<file path="src/rtl/ssfe_pkg.sv">
// Purpose: shared constants and types of the serial frame engine
// Assumes: 16-bit words, 8-entry FIFOs, one system clock
// Notes: size field holds word length minus one
package ssfe_pkg;
  // =============================================================
  // widths and depths
  localparam int WORD_W = 16;
  localparam int FIFO_DEPTH = 8;
  localparam int CNT_W = 5;
  localparam int TGL_W = 6;
  localparam int DIV_W = 16;
  // =============================================================
  // limits and reset values
  localparam logic [3:0] SIZE_MIN = 4'h3;
  localparam logic [7:0] PRESCALE_MIN = 8'h02;
  localparam logic [WORD_W-1:0] WORD_RST = 16'h0000;
  localparam logic SCLK_RST = 1'b0;
  localparam logic FSS_RST = 1'b1;
  // =============================================================
  // half periods between last clock edge and deselect
  localparam logic [1:0] TAIL_PH0 = 2'h1;
  localparam logic [1:0] TAIL_PH1 = 2'h2;
  // toggles that open and close the frame pulse
  localparam logic [TGL_W-1:0] TGL_PULSE_ON = 6'h01;
  localparam logic [TGL_W-1:0] TGL_PULSE_OFF = 6'h03;
  // =============================================================
  // types
  typedef enum logic {FMT_SPI = 1'b0, FMT_PULSE = 1'b1} ssfe_fmt_t;
  typedef enum logic [4:0] {
    ST_IDLE = 5'h01,
    ST_LEAD = 5'h02,
    ST_RUN = 5'h04,
    ST_TAIL = 5'h08,
    ST_GAP = 5'h10
  } ssfe_state_t;
endpackage

</file>
<file path="src/rtl/ssfe_engine.sv">
// Purpose: frame engine of a synchronous serial port, SPI and pulse-framed
// Assumes: pins pass through the synchronisers below; half period >= 3 clocks
// Notes: rx words are dropped when the receive FIFO is full in slave role
`timescale 1ns/1ps
`default_nettype none
module ssfe_engine (
  input wire logic clk_sys_i,
  input wire logic sys_rst_i,
  input wire logic enable_i,
  input wire logic master_i,
  input wire ssfe_pkg::ssfe_fmt_t frame_fmt_i,
  input wire logic clock_polarity_bit_i,
  input wire logic clock_phase_bit_i,
  input wire logic [3:0] data_size_i,
  input wire logic [7:0] prescale_divisor_i,
  input wire logic [7:0] rate_factor_i,
  input wire logic [ssfe_pkg::WORD_W-1:0] tx_data_i,
  input wire logic tx_valid_i,
  output logic tx_ready_o,
  output logic [ssfe_pkg::WORD_W-1:0] rx_data_o,
  output logic rx_valid_o,
  input wire logic rx_ready_i,
  input wire logic serial_clock_pin_i,
  output logic serial_clock_pin_o,
  output logic serial_clock_pin_oe_o,
  input wire logic frame_select_pin_i,
  output logic frame_select_pin_o,
  output logic frame_select_pin_oe_o,
  output logic serial_out_pin_o,
  output logic serial_out_pin_oe_o,
  input wire logic serial_in_pin_i,
  output logic busy_o
);
  import ssfe_pkg::*;

  typedef struct packed {
    ssfe_state_t st;
    logic [DIV_W-1:0] div;
    logic [TGL_W-1:0] tgl;
    logic [1:0] tail;
    logic [CNT_W-1:0] cnt;
    logic [WORD_W-1:0] tx_sh;
    logic [WORD_W-1:0] rx_sh;
    logic [WORD_W-1:0] rx_hold;
    logic pend;
    logic [3:0] rx_lvl;
    logic sclk;
    logic fss;
    logic sout;
    logic soe;
    logic framed;
    logic sclk_m;
    logic sclk_s;
    logic sclk_p;
    logic fss_m;
    logic fss_s;
    logic fss_p;
    logic sin_m;
    logic sin_s;
  } ssfe_eng_st_t;

  // =============================================================
  // helpers
  function automatic logic [CNT_W-1:0] word_len(input logic [3:0] s);
    return (s < SIZE_MIN) ? CNT_W'(SIZE_MIN) + 5'h01 : CNT_W'(s) + 5'h01;
  endfunction

  function automatic logic [DIV_W-1:0] half_len(input logic [7:0] ps, input logic [7:0] rf);
    logic [7:0] p;
    p = (ps < PRESCALE_MIN) ? PRESCALE_MIN : ps;
    return DIV_W'(p[7:1]) * (DIV_W'(rf) + 16'h0001);
  endfunction

  function automatic logic [WORD_W-1:0] low_bits(input logic [WORD_W-1:0] w,
                                                 input logic [CNT_W-1:0] n);
    return w & ((16'h0001 << n) - 16'h0001);
  endfunction

  ssfe_eng_st_t q;
  ssfe_eng_st_t d;
  logic is_spi;
  logic idle_clk;
  logic [CNT_W-1:0] nbits;
  logic tick;
  logic more;
  logic tgl_ev;
  logic lead;
  logic ld_ev;
  logic pres_ev;
  logic cap_ev;
  logic sh_ev;
  logic rx_push;
  logic [WORD_W-1:0] rx_word;
  logic tx_f_valid;
  logic [WORD_W-1:0] tx_f_data;
  logic rx_room;
  logic room2;

  // =============================================================
  // fifos
  ssfe_fifo #(.W(WORD_W), .DEPTH(FIFO_DEPTH)) u_tx_fifo (
    .clk_sys_i(clk_sys_i),
    .sys_rst_i(sys_rst_i),
    .in_data_i(tx_data_i),
    .in_valid_i(tx_valid_i),
    .in_ready_o(tx_ready_o),
    .out_data_o(tx_f_data),
    .out_valid_o(tx_f_valid),
    .out_ready_i(ld_ev)
  );

  ssfe_fifo #(.W(WORD_W), .DEPTH(FIFO_DEPTH)) u_rx_fifo (
    .clk_sys_i(clk_sys_i),
    .sys_rst_i(sys_rst_i),
    .in_data_i(rx_word),
    .in_valid_i(rx_push),
    .in_ready_o(rx_room),
    .out_data_o(rx_data_o),
    .out_valid_o(rx_valid_o),
    .out_ready_i(rx_ready_i)
  );

  // =============================================================
  // frame sequencing
  always_comb begin
    d = q;
    is_spi = (frame_fmt_i == FMT_SPI);
    idle_clk = is_spi && clock_polarity_bit_i;
    nbits = word_len(data_size_i);
    more = tx_f_valid && rx_room;
    // two free slots needed when the current word is still to be pushed
    room2 = (q.rx_lvl < 4'(FIFO_DEPTH - 1));
    tick = (q.st != ST_IDLE) && (q.div == half_len(prescale_divisor_i, rate_factor_i) - 16'h0001);
    tgl_ev = 1'b0;
    lead = 1'b0;
    ld_ev = 1'b0;
    pres_ev = 1'b0;
    cap_ev = 1'b0;
    sh_ev = 1'b0;
    rx_push = 1'b0;
    rx_word = q.rx_hold;
    // two-stage synchronisers on every pin input
    d.sclk_m = serial_clock_pin_i;
    d.sclk_s = q.sclk_m;
    d.sclk_p = q.sclk_s;
    d.fss_m = frame_select_pin_i;
    d.fss_s = q.fss_m;
    d.fss_p = q.fss_s;
    d.sin_m = serial_in_pin_i;
    d.sin_s = q.sin_m;
    d.div = (tick || q.st == ST_IDLE) ? '0 : q.div + 16'h0001;
    if (!enable_i) begin
      d.st = ST_IDLE;
      d.sclk = idle_clk;
      d.fss = is_spi;
      d.sout = 1'b0;
      d.soe = is_spi;
      d.framed = 1'b0;
      d.pend = 1'b0;
      d.cnt = '0;
    end else if (master_i) begin
      unique case (q.st)
        ST_IDLE: begin
          d.sclk = idle_clk;
          d.fss = is_spi;
          d.sout = 1'b0;
          d.soe = is_spi;
          if (more) begin
            ld_ev = 1'b1;
            d.st = is_spi ? ST_LEAD : ST_RUN;
            d.fss = 1'b0;
            d.tgl = '0;
          end
        end
        ST_LEAD: begin
          if (tick) begin
            d.st = ST_RUN;
            if (clock_phase_bit_i) begin
              tgl_ev = 1'b1;
            end else begin
              pres_ev = 1'b1;
            end
          end
        end
        ST_RUN: begin
          if (tick) begin
            if (!is_spi && q.tgl == TGL_W'(nbits) * 6'h02 + 6'h02) begin
              rx_push = q.pend;
              if (more && (room2 || !q.pend)) begin
                ld_ev = 1'b1;
                tgl_ev = 1'b1;
              end else begin
                d.st = ST_IDLE;
                d.soe = 1'b0;
                d.fss = 1'b0;
              end
            end else begin
              tgl_ev = 1'b1;
              if (is_spi && q.tgl + 6'h01 == TGL_W'(nbits) * 6'h02) begin
                if (clock_phase_bit_i && more && room2) begin
                  ld_ev = 1'b1;
                end else begin
                  d.st = ST_TAIL;
                  d.tail = clock_phase_bit_i ? TAIL_PH1 : TAIL_PH0;
                end
              end
            end
          end
        end
        ST_TAIL: begin
          if (tick) begin
            d.tail = q.tail - 2'h1;
            if (q.tail == 2'h1) begin
              d.fss = 1'b1;
              d.st = (!clock_phase_bit_i && more) ? ST_GAP : ST_IDLE;
            end
          end
        end
        ST_GAP: begin
          if (tick) begin
            if (more) begin
              ld_ev = 1'b1;
              d.fss = 1'b0;
              d.st = ST_LEAD;
            end else begin
              d.st = ST_IDLE;
            end
          end
        end
      endcase
      if (tgl_ev) begin
        lead = (q.sclk == idle_clk);
        d.sclk = ~q.sclk;
        d.tgl = ld_ev ? (is_spi ? '0 : TGL_PULSE_ON) : q.tgl + 6'h01;
        if (!is_spi && d.tgl == TGL_PULSE_ON) begin
          d.fss = 1'b1;
        end
        if (!is_spi && d.tgl == TGL_PULSE_OFF) begin
          d.fss = 1'b0;
          d.soe = 1'b1;
        end
        if (is_spi) begin
          cap_ev = lead ^ clock_phase_bit_i;
          sh_ev = ~(lead ^ clock_phase_bit_i);
        end else begin
          cap_ev = !lead && !q.fss;
          sh_ev = lead && d.tgl != TGL_PULSE_ON;
        end
      end
    end else begin
      // slave: edges come from the synchronised pins
      d.st = ST_IDLE;
      d.sclk = idle_clk;
      d.fss = is_spi;
      d.soe = is_spi || q.framed;
      lead = (q.sclk_s != q.sclk_p) && (q.sclk_s != idle_clk);
      if (is_spi) begin
        if (q.fss_p && !q.fss_s) begin
          ld_ev = 1'b1;
          d.framed = 1'b1;
          pres_ev = !clock_phase_bit_i;
        end else if (q.fss_s) begin
          d.framed = 1'b0;
        end else if (q.framed && q.sclk_s != q.sclk_p) begin
          cap_ev = lead ^ clock_phase_bit_i;
          sh_ev = ~(lead ^ clock_phase_bit_i);
        end
      end else if (q.sclk_s != q.sclk_p) begin
        if (lead) begin
          rx_push = q.pend;
          if (q.fss_s) begin
            ld_ev = 1'b1;
            d.framed = 1'b1;
          end else begin
            sh_ev = q.framed;
          end
        end else begin
          cap_ev = q.framed && !q.fss_s;
        end
      end
    end
    if (rx_push) begin
      d.pend = 1'b0;
    end
    // capture incoming bit
    if (cap_ev && q.cnt < nbits) begin
      d.rx_sh = {q.rx_sh[WORD_W-2:0], q.sin_s};
      d.cnt = q.cnt + 5'h01;
      if (d.cnt == nbits) begin
        if (is_spi) begin
          rx_push = 1'b1;
          rx_word = low_bits(d.rx_sh, nbits);
          if (!master_i && clock_phase_bit_i) begin
            ld_ev = 1'b1;
          end
        end else begin
          d.rx_hold = low_bits(d.rx_sh, nbits);
          d.pend = 1'b1;
        end
      end
    end
    // load next word, MSB aligned
    if (ld_ev) begin
      d.tx_sh = tx_f_valid ? tx_f_data << (5'h10 - nbits) : WORD_RST;
      d.cnt = '0;
    end
    if (pres_ev) begin
      d.sout = d.tx_sh[WORD_W-1];
    end else if (sh_ev && q.cnt == '0 && !ld_ev) begin
      d.sout = q.tx_sh[WORD_W-1];
    end else if (sh_ev && q.cnt < nbits && !ld_ev) begin
      d.tx_sh = q.tx_sh << 1;
      d.sout = q.tx_sh[WORD_W-2];
    end
    // receive fill level, mirrors the rx fifo count
    d.rx_lvl = q.rx_lvl + 4'(rx_push && rx_room) - 4'(rx_valid_o && rx_ready_i);
  end

  always_ff @(posedge clk_sys_i) begin
    if (sys_rst_i) begin
      q <= '0;
      q.st <= ST_IDLE;
      q.sclk <= SCLK_RST;
      q.fss <= FSS_RST;
      q.fss_m <= FSS_RST;
      q.fss_s <= FSS_RST;
      q.fss_p <= FSS_RST;
    end else begin
      q <= d;
    end
  end

  // =============================================================
  // pins
  assign serial_clock_pin_o = q.sclk;
  assign serial_clock_pin_oe_o = enable_i && master_i;
  assign frame_select_pin_o = q.fss;
  assign frame_select_pin_oe_o = enable_i && master_i;
  assign serial_out_pin_o = q.sout;
  assign serial_out_pin_oe_o = q.soe;
  assign busy_o = (q.st != ST_IDLE) || q.framed;

  logic mp;
  logic ms;
  assign mp = enable_i && master_i && frame_fmt_i == FMT_PULSE;
  assign ms = enable_i && master_i && frame_fmt_i == FMT_SPI;
endmodule
`default_nettype wire

</file>
<file path="src/rtl/ssfe_fifo.sv">
// Purpose: small synchronous FIFO with valid/ready on both sides
// Assumes: DEPTH is a power of two
// Notes: output data is read from registered storage
`timescale 1ns/1ps
`default_nettype none
module ssfe_fifo #(
  parameter int W = 16,
  parameter int DEPTH = 8
) (
  input wire logic clk_sys_i,
  input wire logic sys_rst_i,
  input wire logic [W-1:0] in_data_i,
  input wire logic in_valid_i,
  output logic in_ready_o,
  output logic [W-1:0] out_data_o,
  output logic out_valid_o,
  input wire logic out_ready_i
);
  localparam int AW = $clog2(DEPTH);

  typedef struct packed {
    logic [DEPTH-1:0][W-1:0] mem;
    logic [AW-1:0] wp;
    logic [AW-1:0] rp;
    logic [AW:0] cnt;
  } ssfe_fifo_st_t;

  ssfe_fifo_st_t q;
  ssfe_fifo_st_t d;
  logic push;
  logic pop;

  // =============================================================
  // storage and pointers
  always_comb begin
    d = q;
    push = in_valid_i && in_ready_o;
    pop = out_valid_o && out_ready_i;
    if (push) begin
      d.mem[q.wp] = in_data_i;
      d.wp = q.wp + 1'b1;
    end
    if (pop) begin
      d.rp = q.rp + 1'b1;
    end
    d.cnt = q.cnt + (AW+1)'(push) - (AW+1)'(pop);
  end

  always_ff @(posedge clk_sys_i) begin
    if (sys_rst_i) begin
      q <= '0;
    end else begin
      q <= d;
    end
  end

  assign in_ready_o = (q.cnt != (AW+1)'(DEPTH));
  assign out_valid_o = (q.cnt != '0);
  assign out_data_o = q.mem[q.rp];
endmodule
`default_nettype wire

</file>
<file path="config.mk">
export PLATFORM = sky130hd
export DESIGN_NAME = ssfe_engine
export DESIGN_NICKNAME = d
export VERILOG_FILES = /design/src/rtl/ssfe_pkg.sv /design/src/rtl/ssfe_engine.sv /design/src/rtl/ssfe_fifo.sv
export SDC_FILE = /design/constraint.sdc
export NUM_CORES = 1
export LEC_CHECK = 0
export BUFFER_PORTS_ARGS = -buffer_cell sky130_fd_sc_hd__buf_2
export CAP_MARGIN = 20
export CORE_ASPECT_RATIO = 0.7
export CORE_MARGIN = 2
export CORE_UTILIZATION = 38
export DETAILED_ROUTE_END_ITERATION = 7
export PLACE_DENSITY = 0.65
export SLEW_MARGIN = 20
export SYNTH_ARGS = -nofsm -noshare
export SYNTH_HDL_FRONTEND = slang
export SYNTH_SLANG_ARGS = --single-unit
</file>
<file path="constraint.sdc">
create_clock -name clk_sys_i -period 9.3 [get_ports clk_sys_i]
set_input_delay 1.395 -clock clk_sys_i [delete_from_list [all_inputs] [get_ports clk_sys_i]]
set_output_delay 1.395 -clock clk_sys_i [all_outputs]
set_load 0.02 [all_outputs]
</file>
==> summary.txt, run 1 <==
Outcome
  – Outcome: finished, final reports clean

STA
  – Worst slew margin: 24.8%
  – Worst-Margin Slew: 1130 ps
  – Final Max Slew Viols: 0
  – Clock Skew: around 39 ps
  – Hold slack final: about 430 ps
  – Endpoints failing setup: 0
  – Final hold vios: 0
  – Highest clock rate: 0.116 GHz
  – Part of the cycle the worst path needs: 92.8%
  – Final Critical Period: 8630 ps
  – RSZ-0062 raised after global routing: no
  – Setup TNS: 0 ps

Worst setup path
  – R2r worst-path depth: 16
  – Most numerous cell on the critical path: fa_1
  – Max FO, Critical Path: 10
  – Type of the worst setup path: input pin to flip-flop
  – CP Data Required Time: 9730 ps
  – Startpoint Class: input pin
  – Worst path max stage delay: roughly 740 ps
  – Arr. time, crit path: 9060 ps
  – Worst path slowest cell: or4_1
  – Critical Path Sink Type: flip-flop

Synthesis
  – Adder-cell share of the synthesized area: under 10%
  – Largest family of logic cells by synthesized area: simple AND/OR/NAND/NOR gates
  – Synth top area share: between 30% and 40%
  – Synth area leaders: dfxtp_1, mux2i_1, mux4_2
  – Yosys reg bits: 375
  – Synth area leader: dfxtp_1
  – Post-synth cell types: 83
  – Mux share of post-synthesis cell area: 17.7%
  – Netlist Area Pre-Place: 0.0215 mm²
  – Synthesis warning total: 0
  – Post-synth ARST share: 0%
  – Post-Syn Instances: 2,444
  – EDFF count, synth: 0
  – Synth Flop Type: dfxtp_1
  – Post-synthesis simple-gate area fraction: 19.4%
  – Seq/Total Area, Yosys: a little over a third
  – Compound-cell area share of the yosys netlist: between 10 and 15%
  – Synth Area in XOR/XNOR: 3.53%
  – Avg Cell Area, Syn: 8.79 µm²
  – Synthesized net count: 2,615

Routing
  – DR vias: 17,200
  – DRT Pass-1 Iters: 6
  – DR vias/cell: 5.37
  – DR iter-0 viols: 1,217
  – Post-Route WL: between 50,000 and 60,000 µm
  – Wire per inst: 16.9 µm
  – Post-route ant nets: 0
  – Residual DRC: 0

Global route
  – Grt ovf: 0
  – GR Layer Usage met3: between 3 and 4%
  – Total track usage: 18.3%
  – GRT busiest layer: met2
  – Routing usage on met2: about 28%
  – Met1 Usage GRT: 26.5%
  – Vias in the first global route: 16,500
  – Initial antenna violation count: 9
  – Pin count of the biggest net entering global routing: 137
  – First-pass GRT wire length: 87,400 µm

Clocking
  – CTS Hold Bufs: 0
  – Total CTS buffers: 38
  – Post CTS Setup Buffer Count: 0
  – CTS tree: done
  – Post_cts resized: 0
  – Clk buf depth: 3
  – Latest clock arrival within the worst-skew pair: 600 ps
  – Reg clk slew, reported paths: 60 ps
  – CTS Sinks: 375
  – Htree depth: 2
  – Root buf cell: clkbuf_16

Placement
  – Placed insts: 3,128
  – Port Buffers: 71
  – RD Place Congestion: 0.938
  – Dpl hpwl: between 30,000 and 40,000 µm

Die
  – Die H: 203 µm
  – Core Footprint: 0.0556 mm²
  – DIE AREA: 0.0585 mm²
  – # rows: 72
  – Chip Width: 288 µm
  – Io pins: 73
  – Initial Util: 38.7%

Power
  – Logic gate share of total power: 34.4%
  – Clk pwr share: between 30 and 40%
  – VDD IR max: 0.000137 V
  – Register share of total power: 33.6%
  – Cell Pwr Density: 213 mW/mm²
  – LEAKAGE: 8.65 nW
  – Net Sw Power: 0.00177 W
  – Switch share: 34.8%
  – Internal Pwr Total: 0.00331 W

Min path
  – HP Class: flip-flop to flip-flop
  – Hold depth: 1

Cells and area
  – Synthesis-to-finish area growth: 11.0%
  – Commonest non-fill, non-tap cells in the layout: nand2_1, dfxtp_1, nor2_1, a21oi_1, mux2i_1
  – Fin cells: 3,199
  – Multi-input logic area: 0.0130 mm²
  – Layout net count: 2,599
  – Reg area: about 0.0075 mm²
  – Fillers: roughly 5,300
  – Commonest non-fill, non-tap cell in the layout: nand2_1
  – Share of layout cells above drive strength 1: 13.4%

Flow run
  – Max-cap violations: 0
-- cells by family (layout without fill, tap and decap cells) --
family / after synthesis / after routing
buffers and inverters: 258 / 269
xor gates and xnor gates: 85 / 85
and+or+nand+nor: 934 / 934
other: 0 / 4
muxes: 285 / 285
adders and majority gates: 123 / 123
DFF: 375 / 375
AOI/OAI and AO/OA: 384 / 384
-- path summary, 6_finish.rpt --
check | from | to | slack [ps]
worst max-delay path | rate_factor_i[0] | u_tx_fifo.q[2]$_SDFF_PP0_ | 670
worst min register to register | d[3]$_SDFF_PP1_ | d[2]$_SDFF_PP1_ | 430
worst max register to register | q[83]$_SDFF_PP0_ | u_tx_fifo.q[2]$_SDFF_PP0_ | 4470
worst min-delay path | d[3]$_SDFF_PP1_ | d[2]$_SDFF_PP1_ | 430
-- per-layer routing --
| layer | part of all wire, % | routed length, µm |
|---|---|---|
| met1 | 47 | 25500 |
| met2 | 44 | 23900 |
| met3 | 6.8 | 3680 |
| met4 | 1.5 | 815 |
| met5 | 0.067 | 36 |
-- power groups by stage --
stage | sequential (W) | combinational (W) | clock, W
floorplan | 0.00173 | 0.00136 | 0
global placement | 0.00174 | 0.00169 | 0
detailed placement | 0.00174 | 0.00173 | 0
CTS | 0.00171 | 0.00174 | 0.00166
global route | 0.00171 | 0.00196 | 0.00173
finish | 0.00171 | 0.00175 | 0.00162
-- cell usage after synthesis (all sizes together) (13+ instances only) --
cell type  instances
a21oi            208
xnor2             45
and3              27
nand2            416
nor2b             34
inv               86
nand3             45
ha                81
mux2              43
buf               39
fa                42
and2              20
nor2             272
o21ai             56
clkbuf           130
nor3              31
dfxtp            375
mux2i            170
mux4              72
nand2b            22
xor2              39
a21o              13
-- cell type report --
cell class / instances / share of cell area [%]
multi-input cells: 1811 / 54.4
clock buffers: 51 / 4.44
well taps: 740 / 3.88
diodes: 4 / 0.0419
flip-flops and latches: 375 / 31.5
repair buffers: 113 / 3.24
inverters: 89 / 1.40
clock inverters: 16 / 1.10
-- flip-flops by register name, indices dropped and copies added (netlist names) --
| register | flops |
|---|---|
| serial_out_pin_oe_o | 1 |
| frame_select_pin_o | 1 |
| d | 5 |
| q | 90 |
| serial_out_pin_o | 1 |
| serial_clock_pin_o | 1 |
| u_tx_fifo.q | 138 |
| u_rx_fifo.q | 138 |
-- through the flow --
step	worst slack, ps	instance area, µm²	total power (W)	util [%]
final	671	23900	0.00507	42.9
after global routing	285	23900	0.00540	42.9
after CTS	732	23800	0.00511	42.9
after detailed placement	147	22500	0.00347	40.5
after global placement	281	22500	0.00343	40.5
after floorplan	625	21500	0.00309	-
-- worst max-delay path: cells and delay by family --
| family | cells | cell delay [ps] |
|---|---|---|
| fa+ha+maj | 9 | 3340 |
| simple gates | 10 | 2680 |
| compound gates | 3 | 790 |
| buf+inv | 5 | 540 |
| xor+xnor | 2 | 330 |
Power figures use the tool's default switching activity.
==> run 2, diff against run 1 <==
- BUFFER_PORTS_ARGS: -buffer_cell sky130_fd_sc_hd__buf_2 -> -buffer_cell sky130_fd_sc_hd__buf_4
==> run 2 against run 1 <==
Clock skew decreased by 4.4 ps. Sequential cell count unchanged. Maximum frequency decreased by 3.0%. Die area unchanged. Total power increased by 1.8%. Largest cell class unchanged. Cell area increased by 0.79%. Via count increased by 0.44%. Highest routed layer unchanged. Utilization increased by 0.34 points. Final cell count increased by 0.16%. Non-clock buffer count increased by 2.
==> summary.txt, run 2 (same netlist as run 1, synthesis figures left out) <==
Outcome
  – Outcome: finished, final reports clean

Placement
  – RD Place Congestion: 0.901 (-4.0%)
  – Dpl hpwl: 36,900 µm (-0.38%)
  – Port Buffers: 71 (unchanged)
  – Placed inst area: 0.0226 mm² (+0.46%)
  – Dpl ws: -9.69 ps (-157 ps)

Global route
  – Total track usage: 18.2% (-0.042 points)
  – Vias in the first global route: 16,700 (+1.2%)
  – Grt ovf: 0 (unchanged)
  – Initial antenna violation count: 3 (-6)
  – First-pass GRT wire length: 87,800 µm (+0.43%)
  – Pin count of the biggest net entering global routing: 105 (-23%)

Clocking
  – CTS Sinks: 375 (unchanged)
  – CTS Hold Bufs: 0 (unchanged)
  – Latest clock arrival within the worst-skew pair: 590 ps (about the same)
  – Htree depth: 2 (unchanged)
  – CTS tree: done
  – Reg clk slew, reported paths: 60 ps (about the same)
  – Post CTS Setup Buffer Count: 0 (unchanged)
  – Total CTS buffers: 40 (+5.3%)
  – Clk buf depth: 3 (unchanged)
  – Root buf cell: clkbuf_16
  – Post_cts resized: 0 (unchanged)

Die
  – Chip Width: 288 µm (unchanged)
  – Die H: 203 µm (unchanged)
  – DIE AREA: 0.0585 mm² (unchanged)
  – # rows: 72 (unchanged)
  – Io pins: 73 (unchanged)
  – Core Footprint: 0.0556 mm² (unchanged)
  – Initial Util: 38.7% (unchanged)

Min path
  – HP Class: flip-flop to flip-flop
  – Hold depth: 1 (unchanged)

STA
  – Highest clock rate: 0.112 GHz (-3.0%)
  – Hold slack final: 433 ps (+1.52 ps)
  – Final hold vios: 0 (unchanged)
  – Worst slew margin: 29.5% (+4.6 points)
  – RSZ-0062 raised after global routing: no
  – Final Max Slew Viols: 0 (unchanged)
  – Part of the cycle the worst path needs: 95.7% (+2.9 points)
  – Final WS setup: 401 ps (-271 ps)
  – Endpoints failing setup: 0 (unchanged)
  – Final Critical Period: 8900 ps (+271 ps)
  – Clock Skew: 34.9 ps (-4.37 ps)
  – Worst-Margin Slew: 1060 ps (-67.8 ps)

Worst setup path
  – Arr. time, crit path: 9320 ps (+260 ps)
  – R2r worst-path depth: 16 (unchanged)
  – Critical Path Sink Type: flip-flop
  – Max FO, Critical Path: 10 (unchanged)
  – Startpoint Class: input pin
  – CP Data Required Time: 9720 ps (about the same)
  – Type of the worst setup path: input pin to flip-flop

Routing
  – Post-route ant nets: 0 (unchanged)
  – DRT Pass-1 Iters: 5 (-1)
  – DR vias/cell: 5.38 (+0.29%)
  – Wire per inst: 16.7 µm (-0.81%)
  – Post-Route WL: 53,600 µm (-0.65%)
  – Residual DRC: 0 (unchanged)
  – DR iter-0 viols: 1,485 (+22%)
  – DR vias: 17,300 (+0.44%)

Cells and area
  – Biggest regs: u_rx_fifo.q x138, u_tx_fifo.q x138, q x90
  – Share of layout cells above drive strength 1: 13.7% (+0.33 points)
  – Layout net count: 2,603 (+0.15%)
  – Util after Layout: 43.3% (+0.34 points)
  – Commonest non-fill, non-tap cell in the layout: nand2_1
  – Synthesis-to-finish area growth: 11.9%
  – Commonest non-fill, non-tap cells in the layout: nand2_1, dfxtp_1, nor2_1, a21oi_1, mux2i_1
  – Final Instance Area: 0.0240 mm² (+0.79%)

Power
  – VDD IR max: 0.000149 V (+8.5%)
  – LEAKAGE: 8.73 nW (+0.96%)
  – Cell Pwr Density: 215 mW/mm² (+0.98%)
  – Total power: 0.00516 W (+1.8%)

Flow run
  – Max-cap violations: 0 (unchanged)
-- run 2: cell types whose count changed in the layout (fill, tap and decap cells not counted), moves of 3 or more --
cell	change
clkbuf_8	+3
buf_4	+80
buf_2	-70
buf_12	-7
-- run 2: stage by stage --
step	TNS, ps	std cells
3_5_place_dp	-9.69	3130
4_1_cts	0	3202
6_report	0	3204
3_3_place_gp	0	3130
5_1_grt	0	3203
2_1_floorplan	0	2444
-- run 2: cell type report --
type | instances | area, µm²
Tap cell | 740 | 926
Antenna cell | 2 | 5.00
Fill cell | 5276 | 31500
Clock buffer | 54 | 1140
Timing Repair Buffer | 115 | 871
Multi-Input combinational cell | 1811 | 13000
Clock inverter | 18 | 273
Sequential cell | 375 | 7510
Inverter | 89 | 334
-- run 2: critical path: stages --
cell and delay (ps):
buf_4 140, ha_1 210, nand3_1 140, xnor2_1 580, nand2_1 150, fa_1 520
fa_1 450, fa_1 520, fa_1 540, inv_1 40, ha_1 360, and2_4 180
a221oi_4 330, a21oi_2 100, mux2_4 310, or4b_1 530, or4_1 740, nand2b_1 300
a31o_2 330, nor2_1 230, ha_1 290, inv_1 60, ha_1 170, inv_1 70
fa_1 380, xor2_1 160, nor2_1 60
-- run 2: final timing paths --
check                         from                   endpoint  slack, ps
hold / removal     d[3]$_SDFF_PP1_            d[2]$_SDFF_PP1_        430
setup reg to reg  q[83]$_SDFF_PP0_  u_tx_fifo.q[2]$_SDFF_PP0_       4400
setup / recovery  rate_factor_i[0]  u_tx_fifo.q[2]$_SDFF_PP0_        400
hold reg to reg    d[3]$_SDFF_PP1_            d[2]$_SDFF_PP1_        430
-- run 2: where the power goes --
part / internal [W] / leakage (nW) / switching (W)
logic: 0.000726 / 5.02 / 0.00103
clock network: 0.000990 / 0.684 / 0.000706
registers: 0.00167 / 3.03 / 0.0000421
total: 0.00338 / 8.73 / 0.00178
-- run 2: metal layers --
metal  track usage (%)  share of wire (%)  wire [µm]  vias up
li1                  -                  -          -     8346
met1              26.3                 48      25800     8385
met2              27.8                 44      23700      457
met3              3.89                6.2       3350       60
met4              4.02                1.3        720        2
met5                 0              0.022         12        -
==> run 3, diff against run 2 <==
- CORE_UTILIZATION: 38 -> 45
- PLACE_DENSITY: 0.65 -> 0.73
==> run 3 against run 2 <==
Die area shrank 15%. Worst hold slack lost 21 ps. Clock power shrank 4%. Final cell count fell by 4.0%. Worst setup slack better by 370 ps.
==> summary.txt, run 3 (same netlist as run 1, synthesis figures left out) <==
Cells and area
  – Commonest non-fill, non-tap cell in the layout: nand2_1
  – Biggest regs: u_rx_fifo.q x138, u_tx_fifo.q x138, q x90
  – Synthesis-to-finish area growth: 10.8%
  – Share of layout cells above drive strength 1: 13.8% (+0.041 points)
  – Commonest non-fill, non-tap cells in the layout: nand2_1, dfxtp_1, nor2_1, a21oi_1, mux2i_1
  – Final Instance Area: 0.0238 mm² (-0.95%)
  – Layout net count: 2,603 (unchanged)

Power
  – Cell Pwr Density: 214 mW/mm² (-0.37%)
  – Internal Pwr Total: 0.00333 W (-1.5%)
  – Net Sw Power: 0.00177 W (-0.91%)
  – Clk pwr share: 31.9% (-0.9 points)
  – Logic gate share of total power: 34.6% (+0.5 points)
  – VDD IR max: 0.000166 V (+12%)
  – Switch share: 34.7% (+0.14 points)
  – LEAKAGE: 8.71 nW (-0.26%)
  – Register share of total power: 33.5% (+0.4 points)

Clocking
  – CTS tree: done
  – Root buf cell: clkbuf_16
  – Total CTS buffers: 39 (-2.5%)
  – Clk buf depth: 3 (unchanged)
  – Htree depth: 2 (unchanged)
  – Post_cts resized: 0 (unchanged)
  – CTS Hold Bufs: 0 (unchanged)
  – Latest clock arrival within the worst-skew pair: 570 ps (-20 ps)
  – Post CTS Setup Buffer Count: 0 (unchanged)
  – Reg clk slew, reported paths: 60 ps (about the same)
  – CTS Sinks: 375 (unchanged)

Global route
  – Initial antenna violation count: 1 (-2)
  – Vias in the first global route: 17,000 (+1.7%)
  – Pin count of the biggest net entering global routing: 104 (-0.95%)
  – First-pass GRT wire length: 87,200 µm (-0.61%)
  – Total track usage: 21.3% (+3.1 points)
  – Grt ovf: 0 (unchanged)

Routing
  – Residual DRC: 0 (unchanged)
  – DRT Pass-1 Iters: 6 (+1)
  – DR vias/cell: 5.64 (+4.8%)
  – Wire per inst: 17.3 µm (+3.5%)
  – DR iter-0 viols: 1,454 (-2.1%)
  – DR vias: 17,400 (+0.61%)
  – Post-Route WL: 53,300 µm (-0.64%)
  – Post-route ant nets: 0 (unchanged)

Min path
  – HP Class: flip-flop to flip-flop

Worst setup path
  – R2R setup slack: 4730 ps (+330 ps)
  – Worst setup path end: u_tx_fifo.q[2]$_SDFF_PP0_
  – Arr. time, crit path: 8920 ps (-400 ps)
  – Worst path max stage delay: 710 ps (-30 ps)
  – CP Data Required Time: 9690 ps (-30 ps)
  – Critical Path Start: rate_factor_i[0]
  – Critical R2R Capture: u_tx_fifo.q[2]$_SDFF_PP0_
  – Worst path slowest cell: or4_1
  – Startpoint Class: input pin
  – Type of the worst setup path: input pin to flip-flop
  – Critical Path Sink Type: flip-flop
  – R2r worst-path depth: 17 (+1)
  – RR Startpoint: q[82]$_SDFF_PP0_
  – Most numerous cell on the critical path: fa_1
  – Max FO, Critical Path: 10 (unchanged)

Placement
  – Placed inst area: 0.0225 mm² (-0.62%)
  – Dpl hpwl: 36,800 µm (-0.50%)
  – Port Buffers: 71 (unchanged)
  – RD Place Congestion: 0.896 (-0.52%)

Die
  – Core Footprint: 0.0468 mm² (-16%)
  – Die H: 187 µm (-7.9%)
  – Initial Util: 45.9% (+7.2 points)
  – DIE AREA: 0.0496 mm² (-15%)
  – # rows: 66 (-8.3%)
  – Chip Width: 265 µm (-8.0%)
  – Io pins: 73 (unchanged)

STA
  – Final Critical Period: 8520 ps (-375 ps)
  – Worst-Margin Slew: 1090 ps (+28.1 ps)
  – Clock Skew: 36.3 ps (+1.38 ps)
  – Highest clock rate: 0.117 GHz (+4.4%)
  – Final hold vios: 0 (unchanged)
  – Worst slew margin: 27.5% (-2.0 points)
  – Endpoints failing setup: 0 (unchanged)
  – RSZ-0062 raised after global routing: no
  – Part of the cycle the worst path needs: 91.7% (-4.0 points)
  – Setup TNS: 0 ps (unchanged)
  – Final Max Slew Viols: 0 (unchanged)

Outcome
  – Outcome: finished, final reports clean

Flow run
  – Max-cap violations: 0 (unchanged)
run 3: cell count changes in the layout (fill, tap and decap cells not counted), sizes merged:
cell / change
clkbuf: -6
inv: +2
diode: -1
clkinv: +3
buf: +1
run 3: cell type report:
class	count	area, µm²
diodes	1	2.50
clock buffers	48	1060
clock inverters	23	272
fillers	4234	23000
inverters	89	334
multi-input cells	1811	13000
flip-flops and latches	375	7510
well taps	612	766
repair buffers	116	891
run 3: metrics by stage:
stage               utilization [%]  setup WS [ps]  power (W)  instances  hold WS [ps]
global placement               48.0            427    0.00344       3003           401
floorplan                         -            625    0.00309       2444           389
finish                         50.9            775    0.00510       3075           412
CTS                            50.9            843    0.00512       3074           416
detailed placement             48.0            310    0.00349       3003           398
global route                   50.9            437    0.00541       3074           420
run 3: routing by layer:
metal	global-route usage (%)	routed length [µm]
met1	30.4	24800
met2	33.8	24100
met3	3.79	3690
met4	4.52	718
met5	0	10
run 3: worst min path at each step:
| stage | from | depth (start not counted) | slack, ps | endpoint |
|---|---|---|---|---|
| global route | d[3]$_SDFF_PP1_ | 1 | 420 | d[2]$_SDFF_PP1_ |
| floorplan | d[3]$_SDFF_PP1_ | 1 | 390 | d[2]$_SDFF_PP1_ |
| finish | d[3]$_SDFF_PP1_ | 1 | 410 | d[2]$_SDFF_PP1_ |
| global placement | d[3]$_SDFF_PP1_ | 1 | 400 | d[2]$_SDFF_PP1_ |
| detailed placement | d[3]$_SDFF_PP1_ | 1 | 400 | d[2]$_SDFF_PP1_ |
| CTS | d[3]$_SDFF_PP1_ | 1 | 420 | d[2]$_SDFF_PP1_ |
run 3: worst max-delay path, delay by kind of cell:
| family | cells | cell delay [ps] |
|---|---|---|
| AOI/OAI and AO/OA | 3 | 810 |
| xor gates and xnor gates | 2 | 340 |
| adders and majority gates | 9 | 3290 |
| buffers and inverters | 5 | 470 |
| and+or+nand+nor | 10 | 2600 |
run 3: power by group through the flow:
| stage | Sequential, W | Clock (W) | Combinational (W) |
|---|---|---|---|
| floorplan | 0.00173 | 0 | 0.00136 |
| global placement | 0.00174 | 0 | 0.00170 |
| detailed placement | 0.00174 | 0 | 0.00174 |
| CTS | 0.00171 | 0.00165 | 0.00176 |
| global route | 0.00171 | 0.00172 | 0.00198 |
| finish | 0.00171 | 0.00163 | 0.00176 |
